File: src/pkg/fault_detect_defines.svh
// constants for the fault detection and exception selection block
//
// Behaviour
// - access error raises illegal-address reset unless addr_reset_disable, then exception
// - fetch faults held until the word executes; flushed prefetch faults never report
// - instruction with faulted fetch words aborts with no register change
// - operand read error aborts at once; auto address updates are kept
// - multi_reg_move load keeps registers written before a read fault
// - operand write errors report imprecisely after the writing instruction completes
// - no_operation_sync stalls until writes drain and reports any pending write error
// - address error raises reset unless addr_reset_disable is 1, then exception
// - control transfer to a target with bit 0 set is an address error
// - word index, scale of eight or full-format index is an address error
// - address error on subroutine return overwrites the stacked return pc
// - illegal instruction raises opcode reset unless opcode_reset_disable, then exception
// - opword 0x4afc always gives an illegal-instruction exception, never reset
// - instructions are 16, 32 or 48 bits: opword plus up to two extensions
// - opword splits into 4-bit line, 6-bit opmode and 6-bit effective address
// - illegal opcodes take vector 4, line-a vector 10, line-f vector 11
// - only the opword is checked for illegal codes, never extension words
// - stop with neither low-power stop nor wait enabled is illegal
// - halt with bkgnd_debug_enable at 0 is illegal
// - stop and halt illegal cases obey opcode_reset_disable like others
// - fault status 0100 fetch, 1000 write, 1100 read, zero otherwise
// - frame format is 4 to 7 from low two bits of the stack pointer
`ifndef FAULT_DETECT_DEFINES_SVH
`define FAULT_DETECT_DEFINES_SVH

// ----------------------------------------------------------------
// register offsets and fields
// ----------------------------------------------------------------
`define OFS_CORE_CONFIG   4'h0
`define OFS_MODE_CTRL     4'h4
`define OFS_FAULT_STATUS  4'h8
`define BIT_ADDR_RST_DIS  0
`define BIT_OPC_RST_DIS   1
`define BIT_STOP_EN       0
`define BIT_WAIT_EN       1
`define BIT_BKGND_EN      2
`define CORE_CONFIG_RST   2'h0
`define MODE_CTRL_RST     3'h0

// ----------------------------------------------------------------
// vectors, fault status codes, frame format base
// ----------------------------------------------------------------
`define VEC_ACCESS        8'h02
`define VEC_ADDRESS       8'h03
`define VEC_ILLEGAL       8'h04
`define VEC_LINE_A        8'h0a
`define VEC_LINE_F        8'h0b
`define FS_NONE           4'h0
`define FS_FETCH          4'h4
`define FS_WRITE          4'h8
`define FS_READ           4'hc
`define FORMAT_BASE       2'h1

// ----------------------------------------------------------------
// opwords and decode fields
// ----------------------------------------------------------------
`define OPW_ILLEGAL       16'h4afc
`define OPW_NOP           16'h4e71
`define OPW_STOP          16'h4e72
`define OPW_RTS           16'h4e75
`define OPW_HALT          16'h4ac8
`define OPW_FIXED_HI      12'h4e7
`define LINE_MISC         4'h4
`define LINE_A            4'ha
`define LINE_F            4'hf
`define MOV3Q_OPMODE_LO   3'h5
`define WDEBUG_HI         4'hb
`define EA_MODE_INDEX     3'h6
`define EA_MODE_SPECIAL   3'h7
`define EA_REG_PC_INDEX   3'h3
`define EXT_SIZE_BIT      11
`define EXT_SCALE_HI      10
`define EXT_SCALE_LO      9
`define EXT_FULL_BIT      8
`define SCALE_EIGHT       2'h3

`endif

File: src/pkg/fault_detect_pkg.sv
// types for the fault detection and exception selection block
package fault_detect_pkg;

  // sequencer handshake state, one-hot
  typedef enum logic [2:0] {
    ST_IDLE    = 3'b001,
    ST_NOPWAIT = 3'b010,
    ST_REQ     = 3'b100
  } seq_state_t;

endpackage

File: src/rtl/core_fault_detect_exception.sv
// fault detection and reset-or-exception selection for the execute pipeline
//
// Chosen here: the plain strobed port and the placing of the registers.
`timescale 1ns/100ps
`include "fault_detect_defines.svh"

module core_fault_detect_exception (
  input  wire logic        clk,
  input  wire logic        rst_b,
  // register port
  input  wire logic [3:0]  regAddr,
  input  wire logic [31:0] regWrData,
  input  wire logic        regWr,
  input  wire logic        regRd,
  output logic      [31:0] regRdData,
  // execute pipeline
  input  wire logic        instValid,
  input  wire logic [15:0] opword,
  input  wire logic [15:0] ext1,
  input  wire logic [1:0]  extCount,
  input  wire logic        decodeIllegal,
  input  wire logic        fetchErr,
  input  wire logic        flowChange,
  input  wire logic        opReadErr,
  input  wire logic        opWriteErr,
  input  wire logic        writesPending,
  input  wire logic        ctrlXfer,
  input  wire logic        ctrlTargetBit0,
  input  wire logic [1:0]  sspLow,
  input  wire logic        reqAck,
  // request to the core sequencer
  output logic             reqValid,
  output logic [7:0]       reqVector,
  output logic [3:0]       reqFs,
  output logic [3:0]       reqFormat,
  output logic             reqReset,
  output logic             reqResetOpcode,
  output logic             reqRollback,
  output logic             reqRetOverwrite,
  output logic             nopStall
);

  // ----------------------------------------------------------------
  // state
  // ----------------------------------------------------------------
  fault_detect_pkg::seq_state_t state, next_state;
  logic [1:0]  coreConfig, next_coreConfig;
  logic [2:0]  modeCtrl, next_modeCtrl;
  logic        pendFetchErr, next_pendFetchErr;
  logic        pendWriteErr, next_pendWriteErr;
  logic        lastWasRts, next_lastWasRts;
  logic        reqValidQ, next_reqValid;
  logic [7:0]  vectorQ, next_vector;
  logic [3:0]  fsQ, next_fs;
  logic [3:0]  formatQ, next_format;
  logic        resetQ, next_reset;
  logic        resetOpcQ, next_resetOpc;
  logic        rollbackQ, next_rollback;
  logic        retOverQ, next_retOver;
  logic        nopStallQ, next_nopStall;
  logic [31:0] rdData, next_rdData;

  // ----------------------------------------------------------------
  // opword decode
  // ----------------------------------------------------------------
  logic [3:0] lineField;
  logic [5:0] opmodeField;
  logic [5:0] eaField;
  logic       eaIndexed;
  logic       indexFault;
  logic       lineAIllegal;
  logic       lineFIllegal;
  logic       stopIllegal;
  logic       haltIllegal;
  logic       anyIllegal;
  logic       isIllegalOp;
  logic       addrResetDis;
  logic       opcResetDis;

  // field split of the opword; extension words never reach the illegal check
  assign lineField   = opword[15:12];
  assign opmodeField = opword[11:6];
  assign eaField     = opword[5:0];
  assign eaIndexed   = (eaField[5:3] == `EA_MODE_INDEX) ||
                       (eaField == {`EA_MODE_SPECIAL, `EA_REG_PC_INDEX});
  // index format lives in extension word 1, only present when extCount is nonzero;
  // fixed 0x4e7x forms (stop, returns, control-register move) carry no effective address
  assign indexFault  = eaIndexed && (extCount != 2'h0) &&
                       (opword[15:4] != `OPW_FIXED_HI) &&
                       (!ext1[`EXT_SIZE_BIT] ||
                        (ext1[`EXT_SCALE_HI:`EXT_SCALE_LO] == `SCALE_EIGHT) ||
                        ext1[`EXT_FULL_BIT]);
  // move-3-quick is the only legal line-a form; write-debug forms in line f
  assign lineAIllegal = (lineField == `LINE_A) && (opmodeField[2:0] != `MOV3Q_OPMODE_LO);
  assign lineFIllegal = (lineField == `LINE_F) && (opmodeField[5:2] != `WDEBUG_HI);
  assign stopIllegal  = (opword == `OPW_STOP) &&
                        !modeCtrl[`BIT_STOP_EN] && !modeCtrl[`BIT_WAIT_EN];
  assign haltIllegal  = (opword == `OPW_HALT) && !modeCtrl[`BIT_BKGND_EN];
  assign isIllegalOp  = (opword == `OPW_ILLEGAL);
  assign anyIllegal   = lineAIllegal || lineFIllegal || stopIllegal || haltIllegal ||
                        isIllegalOp || (decodeIllegal && (lineField != `LINE_A) &&
                                        (lineField != `LINE_F));
  assign addrResetDis = coreConfig[`BIT_ADDR_RST_DIS];
  assign opcResetDis  = coreConfig[`BIT_OPC_RST_DIS];

  // ----------------------------------------------------------------
  // next-state logic
  // ----------------------------------------------------------------
  // one request at a time; priority read error > fetch > illegal > address > write
  always_comb begin
    logic        raise;
    logic [7:0]  vec;
    logic [3:0]  fs;
    logic        isAddrClass;
    logic        forceExc;
    logic        rollback;
    logic        retOver;
    raise       = 1'b0;
    vec         = `VEC_ACCESS;
    fs          = `FS_NONE;
    isAddrClass = 1'b1;
    forceExc    = 1'b0;
    rollback    = 1'b0;
    retOver     = 1'b0;

    next_state        = state;
    next_coreConfig   = coreConfig;
    next_modeCtrl     = modeCtrl;
    next_pendFetchErr = pendFetchErr;
    next_pendWriteErr = pendWriteErr;
    next_lastWasRts   = lastWasRts;
    next_reqValid     = reqValidQ;
    next_vector       = vectorQ;
    next_fs           = fsQ;
    next_format       = formatQ;
    next_reset        = resetQ;
    next_resetOpc     = resetOpcQ;
    next_rollback     = rollbackQ;
    next_retOver      = retOverQ;
    next_nopStall     = nopStallQ;
    next_rdData       = 32'h0000_0000;

    // register writes steer reset selection and mode enables
    if (regWr && (regAddr == `OFS_CORE_CONFIG)) begin
      next_coreConfig = regWrData[1:0];
    end
    if (regWr && (regAddr == `OFS_MODE_CTRL)) begin
      next_modeCtrl = regWrData[2:0];
    end
    // read data stands the cycle after the strobe only
    if (regRd) begin
      unique case (regAddr)
        `OFS_CORE_CONFIG:  next_rdData = {30'h0, coreConfig};
        `OFS_MODE_CTRL:    next_rdData = {29'h0, modeCtrl};
        `OFS_FAULT_STATUS: next_rdData = {12'h0, pendWriteErr, pendFetchErr, reqValidQ, resetQ,
                                          formatQ, fsQ, vectorQ};
        default:           next_rdData = 32'h0000_0000;
      endcase
    end

    // prefetch fault is only held; a flush drops it, a new fault wins over the flush
    if (flowChange) begin
      next_pendFetchErr = 1'b0;
    end
    if (fetchErr) begin
      next_pendFetchErr = 1'b1;
    end

    // write errors are collected from the store buffer and reported later
    if (opWriteErr) begin
      next_pendWriteErr = 1'b1;
    end

    if (instValid) begin
      next_lastWasRts = (opword == `OPW_RTS);
    end

    unique case (state)
      fault_detect_pkg::ST_IDLE: begin
        if (opReadErr) begin
          // abort now; auto-address and partial multi-reg updates stay
          raise = 1'b1;
          vec   = `VEC_ACCESS;
          fs    = `FS_READ;
          rollback = 1'b0;
        end else if (instValid && pendFetchErr) begin
          raise    = 1'b1;
          vec      = `VEC_ACCESS;
          fs       = `FS_FETCH;
          rollback = 1'b1;
          // consumed only when reported; a read error that wins leaves it pending
          next_pendFetchErr = fetchErr;
        end else if (instValid && anyIllegal) begin
          raise       = 1'b1;
          isAddrClass = 1'b0;
          forceExc    = isIllegalOp;
          vec         = lineAIllegal ? `VEC_LINE_A :
                        lineFIllegal ? `VEC_LINE_F : `VEC_ILLEGAL;
          rollback    = 1'b1;
        end else if (instValid && indexFault) begin
          raise    = 1'b1;
          vec      = `VEC_ADDRESS;
          rollback = 1'b1;
        end else if (ctrlXfer && ctrlTargetBit0) begin
          raise   = 1'b1;
          vec     = `VEC_ADDRESS;
          retOver = lastWasRts;
        end else if (instValid && (opword == `OPW_NOP)) begin
          if (writesPending) begin
            next_state    = fault_detect_pkg::ST_NOPWAIT;
            next_nopStall = 1'b1;
          end else if (pendWriteErr || opWriteErr) begin
            raise = 1'b1;
            vec   = `VEC_ACCESS;
            fs    = `FS_WRITE;
          end
        end else if (instValid && pendWriteErr) begin
          // imprecise: taken at the next boundary, writer fully retired
          raise = 1'b1;
          vec   = `VEC_ACCESS;
          fs    = `FS_WRITE;
        end
        if (raise) begin
          next_state    = fault_detect_pkg::ST_REQ;
          next_reqValid = 1'b1;
          next_vector   = vec;
          next_fs       = fs;
          next_format   = {`FORMAT_BASE, sspLow};
          // class picks the disable bit; 0x4afc always forces the exception
          next_reset    = !forceExc && (isAddrClass ? !addrResetDis : !opcResetDis);
          next_resetOpc = !isAddrClass;
          next_rollback = rollback;
          next_retOver  = retOver;
          if (fs == `FS_WRITE) begin
            next_pendWriteErr = opWriteErr;
          end
        end
      end
      fault_detect_pkg::ST_NOPWAIT: begin
        // stall until the store buffer drains, then report what it left
        if (!writesPending) begin
          next_nopStall = 1'b0;
          if (pendWriteErr || opWriteErr) begin
            next_state        = fault_detect_pkg::ST_REQ;
            next_reqValid     = 1'b1;
            next_vector       = `VEC_ACCESS;
            next_fs           = `FS_WRITE;
            next_format       = {`FORMAT_BASE, sspLow};
            next_reset        = !addrResetDis;
            next_resetOpc     = 1'b0;
            next_rollback     = 1'b0;
            next_retOver      = 1'b0;
            next_pendWriteErr = 1'b0;
          end else begin
            next_state = fault_detect_pkg::ST_IDLE;
          end
        end
      end
      fault_detect_pkg::ST_REQ: begin
        // request held until taken; held fetch and write faults stay pending behind it, other events meanwhile are dropped
        if (reqAck) begin
          next_state    = fault_detect_pkg::ST_IDLE;
          next_reqValid = 1'b0;
          next_fs       = `FS_NONE;
          next_rollback = 1'b0;
          next_retOver  = 1'b0;
        end
      end
    endcase
  end

  // ----------------------------------------------------------------
  // registers
  // ----------------------------------------------------------------
  always_ff @(posedge clk or negedge rst_b) begin
    if (!rst_b) begin
      state        <= fault_detect_pkg::ST_IDLE;
      coreConfig   <= `CORE_CONFIG_RST;
      modeCtrl     <= `MODE_CTRL_RST;
      pendFetchErr <= 1'b0;
      pendWriteErr <= 1'b0;
      lastWasRts   <= 1'b0;
      reqValidQ    <= 1'b0;
      vectorQ      <= 8'h00;
      fsQ          <= 4'h0;
      formatQ      <= 4'h0;
      resetQ       <= 1'b0;
      resetOpcQ    <= 1'b0;
      rollbackQ    <= 1'b0;
      retOverQ     <= 1'b0;
      nopStallQ    <= 1'b0;
      rdData       <= 32'h0000_0000;
    end else begin
      state        <= next_state;
      coreConfig   <= next_coreConfig;
      modeCtrl     <= next_modeCtrl;
      pendFetchErr <= next_pendFetchErr;
      pendWriteErr <= next_pendWriteErr;
      lastWasRts   <= next_lastWasRts;
      reqValidQ    <= next_reqValid;
      vectorQ      <= next_vector;
      fsQ          <= next_fs;
      formatQ      <= next_format;
      resetQ       <= next_reset;
      resetOpcQ    <= next_resetOpc;
      rollbackQ    <= next_rollback;
      retOverQ     <= next_retOver;
      nopStallQ    <= next_nopStall;
      rdData       <= next_rdData;
    end
  end

  // outputs straight from flops
  assign regRdData       = rdData;
  assign reqValid        = reqValidQ;
  assign reqVector       = vectorQ;
  assign reqFs           = fsQ;
  assign reqFormat       = formatQ;
  assign reqReset        = resetQ;
  assign reqResetOpcode  = resetOpcQ;
  assign reqRollback     = rollbackQ;
  assign reqRetOverwrite = retOverQ;
  assign nopStall        = nopStallQ;
endmodule // core_fault_detect_exception
File: config.mk
export PLATFORM = sky130hd
export DESIGN_NAME = core_fault_detect_exception
export DESIGN_NICKNAME = d
export VERILOG_FILES = /design/src/pkg/fault_detect_pkg.sv /design/src/rtl/core_fault_detect_exception.sv
export VERILOG_INCLUDE_DIRS = /design/src /design/src/pkg
export SDC_FILE = /design/constraint.sdc
export NUM_CORES = 1
export LEC_CHECK = 0
export CORE_MARGIN = 10
export CORE_UTILIZATION = 35
export DETAILED_ROUTE_END_ITERATION = 8
export DONT_BUFFER_PORTS = 1
export HOLD_SLACK_MARGIN = 0.08
export PLACE_DENSITY_LB_ADDON = 0.3
export SLEW_MARGIN = 20
export SYNTH_ARGS = -nofsm -noshare
export SYNTH_HDL_FRONTEND = slang
export SYNTH_SLANG_ARGS = --single-unit
File: constraint.sdc
create_clock -name clk -period 3.67 [get_ports clk]
set_input_delay 0.734 -clock clk [delete_from_list [all_inputs] [get_ports clk]]
set_output_delay 0.734 -clock clk [all_outputs]
set_load 0.1 [all_outputs]
==> Word-level counts from Yosys, hierarchy flattened <==
Index checks and enable logic that the tools add are counted.
W data, S select, Z words.
{ "totals": {"register_bits": 65, "word_cells": 207} }
{ "classes": {"n_eq_ne": 39, "n_mux": 109, "n_reduce_logical": 43} }
{ "ops": {"columns": ["cell", "n"], "rows": [
  ["$mux W4", 22],
  ["$eq A16 B15 Y1 const B", 5],
  ["$mux W1", 60],
  ["$pmux W20 S3", 1],
  ["$mux W3", 11],
  ["$mux W8", 3],
  ["$ne A3 B3 Y1 const B", 8],
  ["$ne A2 B2 Y1 const B", 11],
  ["$mux W20", 1],
  ["$logic_and A1 B1 Y1", 19],
  ["$reduce_and A9 Y1", 2],
  ["$eq A4 B4 Y1 const B", 4],
  ["$pmux W8 S2", 1],
  ["$ne A12 B11 Y1 const B", 1],
  ["$ne A4 B4 Y1 const B", 3],
  ["$pmux W4 S3", 1],
  ["$logic_or A1 B1 Y1", 9],
  ["$pmux W1 S3", 3],
  ["$pmux W3 S3", 1],
  ["$logic_not A1 Y1", 8],
  ["$pmux W1 S2", 4],
  ["$pmux W4 S2", 1],
  ["$reduce_and A4 Y1", 2],
  ["$eq A3 B3 Y1 const B", 2],
  ["other kinds (7)", 8]
]} }

==> Logic depth before layout (Yosys ltp) <==
{ "logic_depth": {"depth_word": 16, "ltp_mapped": 8, "mapped_depth_nobuf": 6} }

==> Least setup slack after synthesis <==
No wires, ideal clock.
{ "synth_path": {"path_kind": "input -> register", "from": "input opword[7]", "to": "register vectorQ[2] (netlist: reqVector[2])", "setup_time_ps": 126, "t_arrival_ps": 2366, "required_ps": 3544, "slack_ps": 1178, "path_stages": 7, "path_buffers": 1, "path_cell_list": "and4b_1 > nand3_1 > a211o_1 > and3_1 > buf_6 > a31oi_4 > mux2_2"} }
{ "synth_between": {"elab_chain_len": 14, "word_cells_on_any_way": 35, "cone_classes": "eq/ne (7); mux (13); reduce/logical (15)"} }
{ "synth_rtl": {"columns": ["element", "line_no", "source"], "rows": [
  ["start, declared", "core_fault_detect_exception.sv:18", "input wire logic [15:0] opword,"],
  ["$eq A16 B15 Y1 (no source line) or $ne A3 B3 Y1 (tied branches)", null, null],
  ["$logic_and A1 B1 Y1 (on tied branches)", "core_fault_detect_exception.sv:96, core_fault_detect_exception.sv:94", null],
  ["$logic_and A1 B1 Y1 or $logic_or A1 B1 Y1 (tied branches)", "core_fault_detect_exception.sv:96, core_fault_detect_exception.sv:100", null],
  ["$logic_or A1 B1 Y1 (4 in series)", "core_fault_detect_exception.sv:100", "assign anyIllegal = lineAIllegal || lineFIllegal || stopIllegal || haltIllegal ||"],
  ["$logic_and A1 B1 Y1", "core_fault_detect_exception.sv:193", "end else if (instValid && anyIllegal) begin"],
  ["$mux W1", "core_fault_detect_exception.sv:193", null],
  ["$mux W1", "core_fault_detect_exception.sv:186", "end else if (instValid && pendFetchErr) begin"],
  ["$mux W1", "core_fault_detect_exception.sv:180", "if (opReadErr) begin"],
  ["$mux W1", "core_fault_detect_exception.sv:178", "unique case (state)"],
  ["$ne A2 B2 Y1 (no source line)", null, null],
  ["$reduce_and A4 Y1 (no source line)", null, null],
  ["end signal, assigned", "core_fault_detect_exception.sv:301", "vectorQ <= next_vector;"],
  ["end, declared", "core_fault_detect_exception.sv:53", "logic [7:0] vectorQ, next_vector;"]
]} }
Parallel ways exist; a longest one is shown, timed or not. The select of a mux whose other input is x is not followed.
A chain may end at the register's enable or synchronous reset.

==> Worst setup path after layout <==
{ "layout_path": {"from": "input opword[3]", "to": "register formatQ[0] (netlist: reqFormat[0])"} }
{ "layout_between": {"elab_chain_len": 14, "word_cells_on_any_way": 29, "cone_classes": "eq/ne (7); mux (7); reduce/logical (15)"} }
{ "layout_rtl": {"columns": ["element", "line_no", "source"], "rows": [
  ["$eq A16 B15 Y1 (no source line)", null, null],
  ["$logic_and A1 B1 Y1 (2 in series)", "core_fault_detect_exception.sv:96", "assign stopIllegal = (opword == `OPW_STOP) &&"],
  ["$logic_or A1 B1 Y1 (4 in series)", "core_fault_detect_exception.sv:100", null],
  ["$logic_and A1 B1 Y1", "core_fault_detect_exception.sv:193", null],
  ["$mux W1 (*)", "core_fault_detect_exception.sv:193", null],
  ["$mux W1 (*)", "core_fault_detect_exception.sv:186", null],
  ["$mux W1 (*)", "core_fault_detect_exception.sv:180", null],
  ["$mux W1 (*)", "core_fault_detect_exception.sv:178", null],
  ["$ne A2 B2 Y1 (no source line) (*)", null, null],
  ["$reduce_and A4 Y1 (no source line) (*)", null, null],
  ["end signal, assigned", "core_fault_detect_exception.sv:303", "formatQ <= next_format;"],
  ["end, declared", "core_fault_detect_exception.sv:55", "logic [3:0] formatQ, next_format;"]
]} }
Every way passes the cells marked *; elsewhere a longest branch is shown, timed or not. The select of a mux whose other input is x is not followed.

==> flow_summary.toml <==
[synth]
ys.flop_type = "dfrtp_1"
ys_seq_area_share_pct = 42.5
ys_types = 56
synth.area.top_cells = "dfrtp_1 (41%), buf_4 (8.5%), mux2_2 (4.9%)"
synth_edf_count = 0
yosysTopAreaCell = "dfrtp_1"
synth-seq-cells = 39
synth-async-reset-ratio_pct = 100
yosys_warnings = 0
synth_area_mm2 = 0.00230
syn_avg_cell_area_um2 = 9.73
synthCells = 236
yosysTopAreaCellShare_pct = 41.4

[clocking]
htree_levels = 2
cts_buffer_depth = 2
clk_latency_ps = 290
cts-resized-gates = 0
postCtsHoldBufs = 0
clock_sinks = 39
root_buffer = "clkbuf_8"
cts_setup_buffers = 0
cts_inserted_buffers = 5
cts_tree = "yes"
path_clk_slew_ps = 80

[floorplanning]
ios = 140
start_util_pct = 36.2
die_h_um = 101
floorplan.die_area_mm2 = 0.0102
core_mm2 = 0.00635
dieWidth_um = 101
fp-row-count = 29

[timing]
tns_ps = 0
period_needed_ps = 2490
min_period_over_period_pct = 67.9
tightest_slew_ps = 952
hold_violations = 0
finClkSkew_ps = 8.25
finalMaxSlewViolations = 0
setup_viol = 0
clock.fmax_mhz = 402
slew_headroom_pct = 36.5
grt_setup_unrepaired = "no"

[routing]
drtPass1Iterations = 4
antenna_left = 0
drc = 0
vias_per_cell = 5.36
vias = 1705
drt_iter0_markers = 127
drt_wl_total_um = 5900
avgRoutedWirePerCell_um = 18.5

[worst_setup_path]
critical-path-slowest-cell = "a31oi_4"
crit_arrival_ps = 2660
max_stage_delay_ps = 390
rr_endpoint = "reqFormat[0]$_DFFE_PN0P_"
reg2reg_from = "modeCtrl[1]$_DFFE_PN0P_"
rr_worst_depth = 6
cp_cell_sequence = "nor4_1 -> nand3_1 -> a211o_1 -> and3_1 -> a31oi_4 -> mux2_2"
critPathRequiredTime_ps = 3840
path_class = "in2reg"
rrSetupSlack_ps = 1190
end_kind = "flop"
crit_path_start_kind = "primary input"
worstPathMaxFanout = 9

[global_route]
gr-usage-all-layers_pct = 11.4
grt_pass1_vias = 1727
grt_start_max_net_pins = 40
grt_overflow = 0
grt_pass1_wl_um = 9180
antenna_found_initial = 0

[job]
maxCapViolations = 0

[placement]
io_buffers = 0
dpl.hpwl_um = 4840
gp_congestion = 0.864
placed_cells = 310

[layout]
layout_common_cells = "dfrtp_1 (38), conb_1 (26), nor2_1 (24)"
antenna_cells = 0
finalNonFillerCells = 318
nNetsFinal = 326
drive_gt1_share_pct = 12.4
syn2layout_area_growth_pct = 4.19
final_common_cell = "dfrtp_1"

[pwr]
peakVddDrop_mv = 0.392
power_density_mw_per_mm2 = 746
p_leak_nw = 1.05

[min_path]
hold_class = "in2async"

[run_status]
outcome = "finished, final reports clean"
==> metrics by stage <==
stage          cell area (um2)  util (%)  worst slack (ps)  hold WS, ps  power, W
2_1_floorplan             2390         -              1180          438   0.00138
4_1_cts                   2390      37.7              1160          120   0.00180
3_5_place_dp              2280      35.8               871          439   0.00143
6_report                  2390      37.7              1180          134   0.00179
5_1_grt                   2390      37.7              1060          117   0.00187
3_3_place_gp              2280      35.8               866          440   0.00143
==> registers in the layout (all words and copies together), names as in the netlist <==
signal	flops
state	3
nopStall	1
reqReset	1
reqResetOpcode	1
reqRollback	1
pendFetchErr	1
lastWasRts	1
reqValid	1
reqFs	2
modeCtrl	3
pendWriteErr	1
reqVector	4
reqRetOverwrite	1
reqFormat	3
coreConfig	2
regRdData	13
==> synth_stat cells, types with 2 or more instances <==
cell       n
buf_4     26
nor3b_1    2
nand4_1    2
nand3_1    7
a31oi_1    4
o211ai_1   2
o21ai_0    4
inv_1     11
dfrtp_1   38
mux2_2    10
a21oi_1    8
nor2_1    24
and2_1    13
nand2b_1   4
and3_1     4
mux2i_1    7
a31o_2     2
or2_2      2
nand3b_1   3
o31ai_1    2
nand4b_1   2
o22ai_1    2
a211o_1    2
o31a_1     2
nor4_1     2
nor3_1     3
and4bb_2   2
nor4b_1    2
nand2_1   15
nor2b_1    3
==> metal layers <==
layer | wire length (um) | global-route usage [%] | vias up
li1 | - | - | 807
met1 | 2560 | 13.6 | 809
met2 | 2580 | 17.7 | 84
met3 | 700 | 5.28 | 5
met4 | 62 | 3.54 | 0
met5 | 0 | 0 | -
==> power by group <==
group / total (W) / switching, W / internal, W
clock network: 0.000366 / 0.000146 / 0.000220
registers: 0.00103 / 0.000519 / 0.000508
logic: 0.000392 / 0.000255 / 0.000137
==> critical path: cells and delay by family <==
| kind | cells | cell delay [ps] |
|---|---|---|
| mux | 1 | 380 |
| compound gates | 2 | 720 |
| simple gates | 3 | 810 |
==> cell families (layout without fill, tap and decap cells) <==
kind of cell	count (synthesis)	in the layout	share of synthesized area, %
compound gates	46	46	15.3
buf+inv	39	19	11.0
flops	39	39	42.5
mux	17	17	7.95
other cells	1	26	0.163
simple gates	94	94	23.0
==> cell type report <==
cell class	count	area (um2)
fill	644	3960
multi-input combinational	183	1160
sequential	39	977
tap	77	96.3
clock buffer	6	82.6
inverter	11	41.3
clock inverter	2	35.0
==> worst max-delay path by stage <==
stage	from	endpoint	slack, ps	cells past startpoint
3_3_place_gp	opword[3]	reqVector[2]$_DFFE_PN0P_	870	6
6_report	opword[3]	reqFormat[0]$_DFFE_PN0P_	1180	6
4_1_cts	opword[3]	reqFormat[0]$_DFFE_PN0P_	1160	6
2_1_floorplan	opword[7]	reqVector[2]$_DFFE_PN0P_	1180	7
5_1_grt	opword[8]	state[1]$_DFFE_PN0P_	1060	6
3_5_place_dp	opword[3]	reqFormat[0]$_DFFE_PN0P_	870	6
Note: power is estimated with default switching activity, not from simulation.
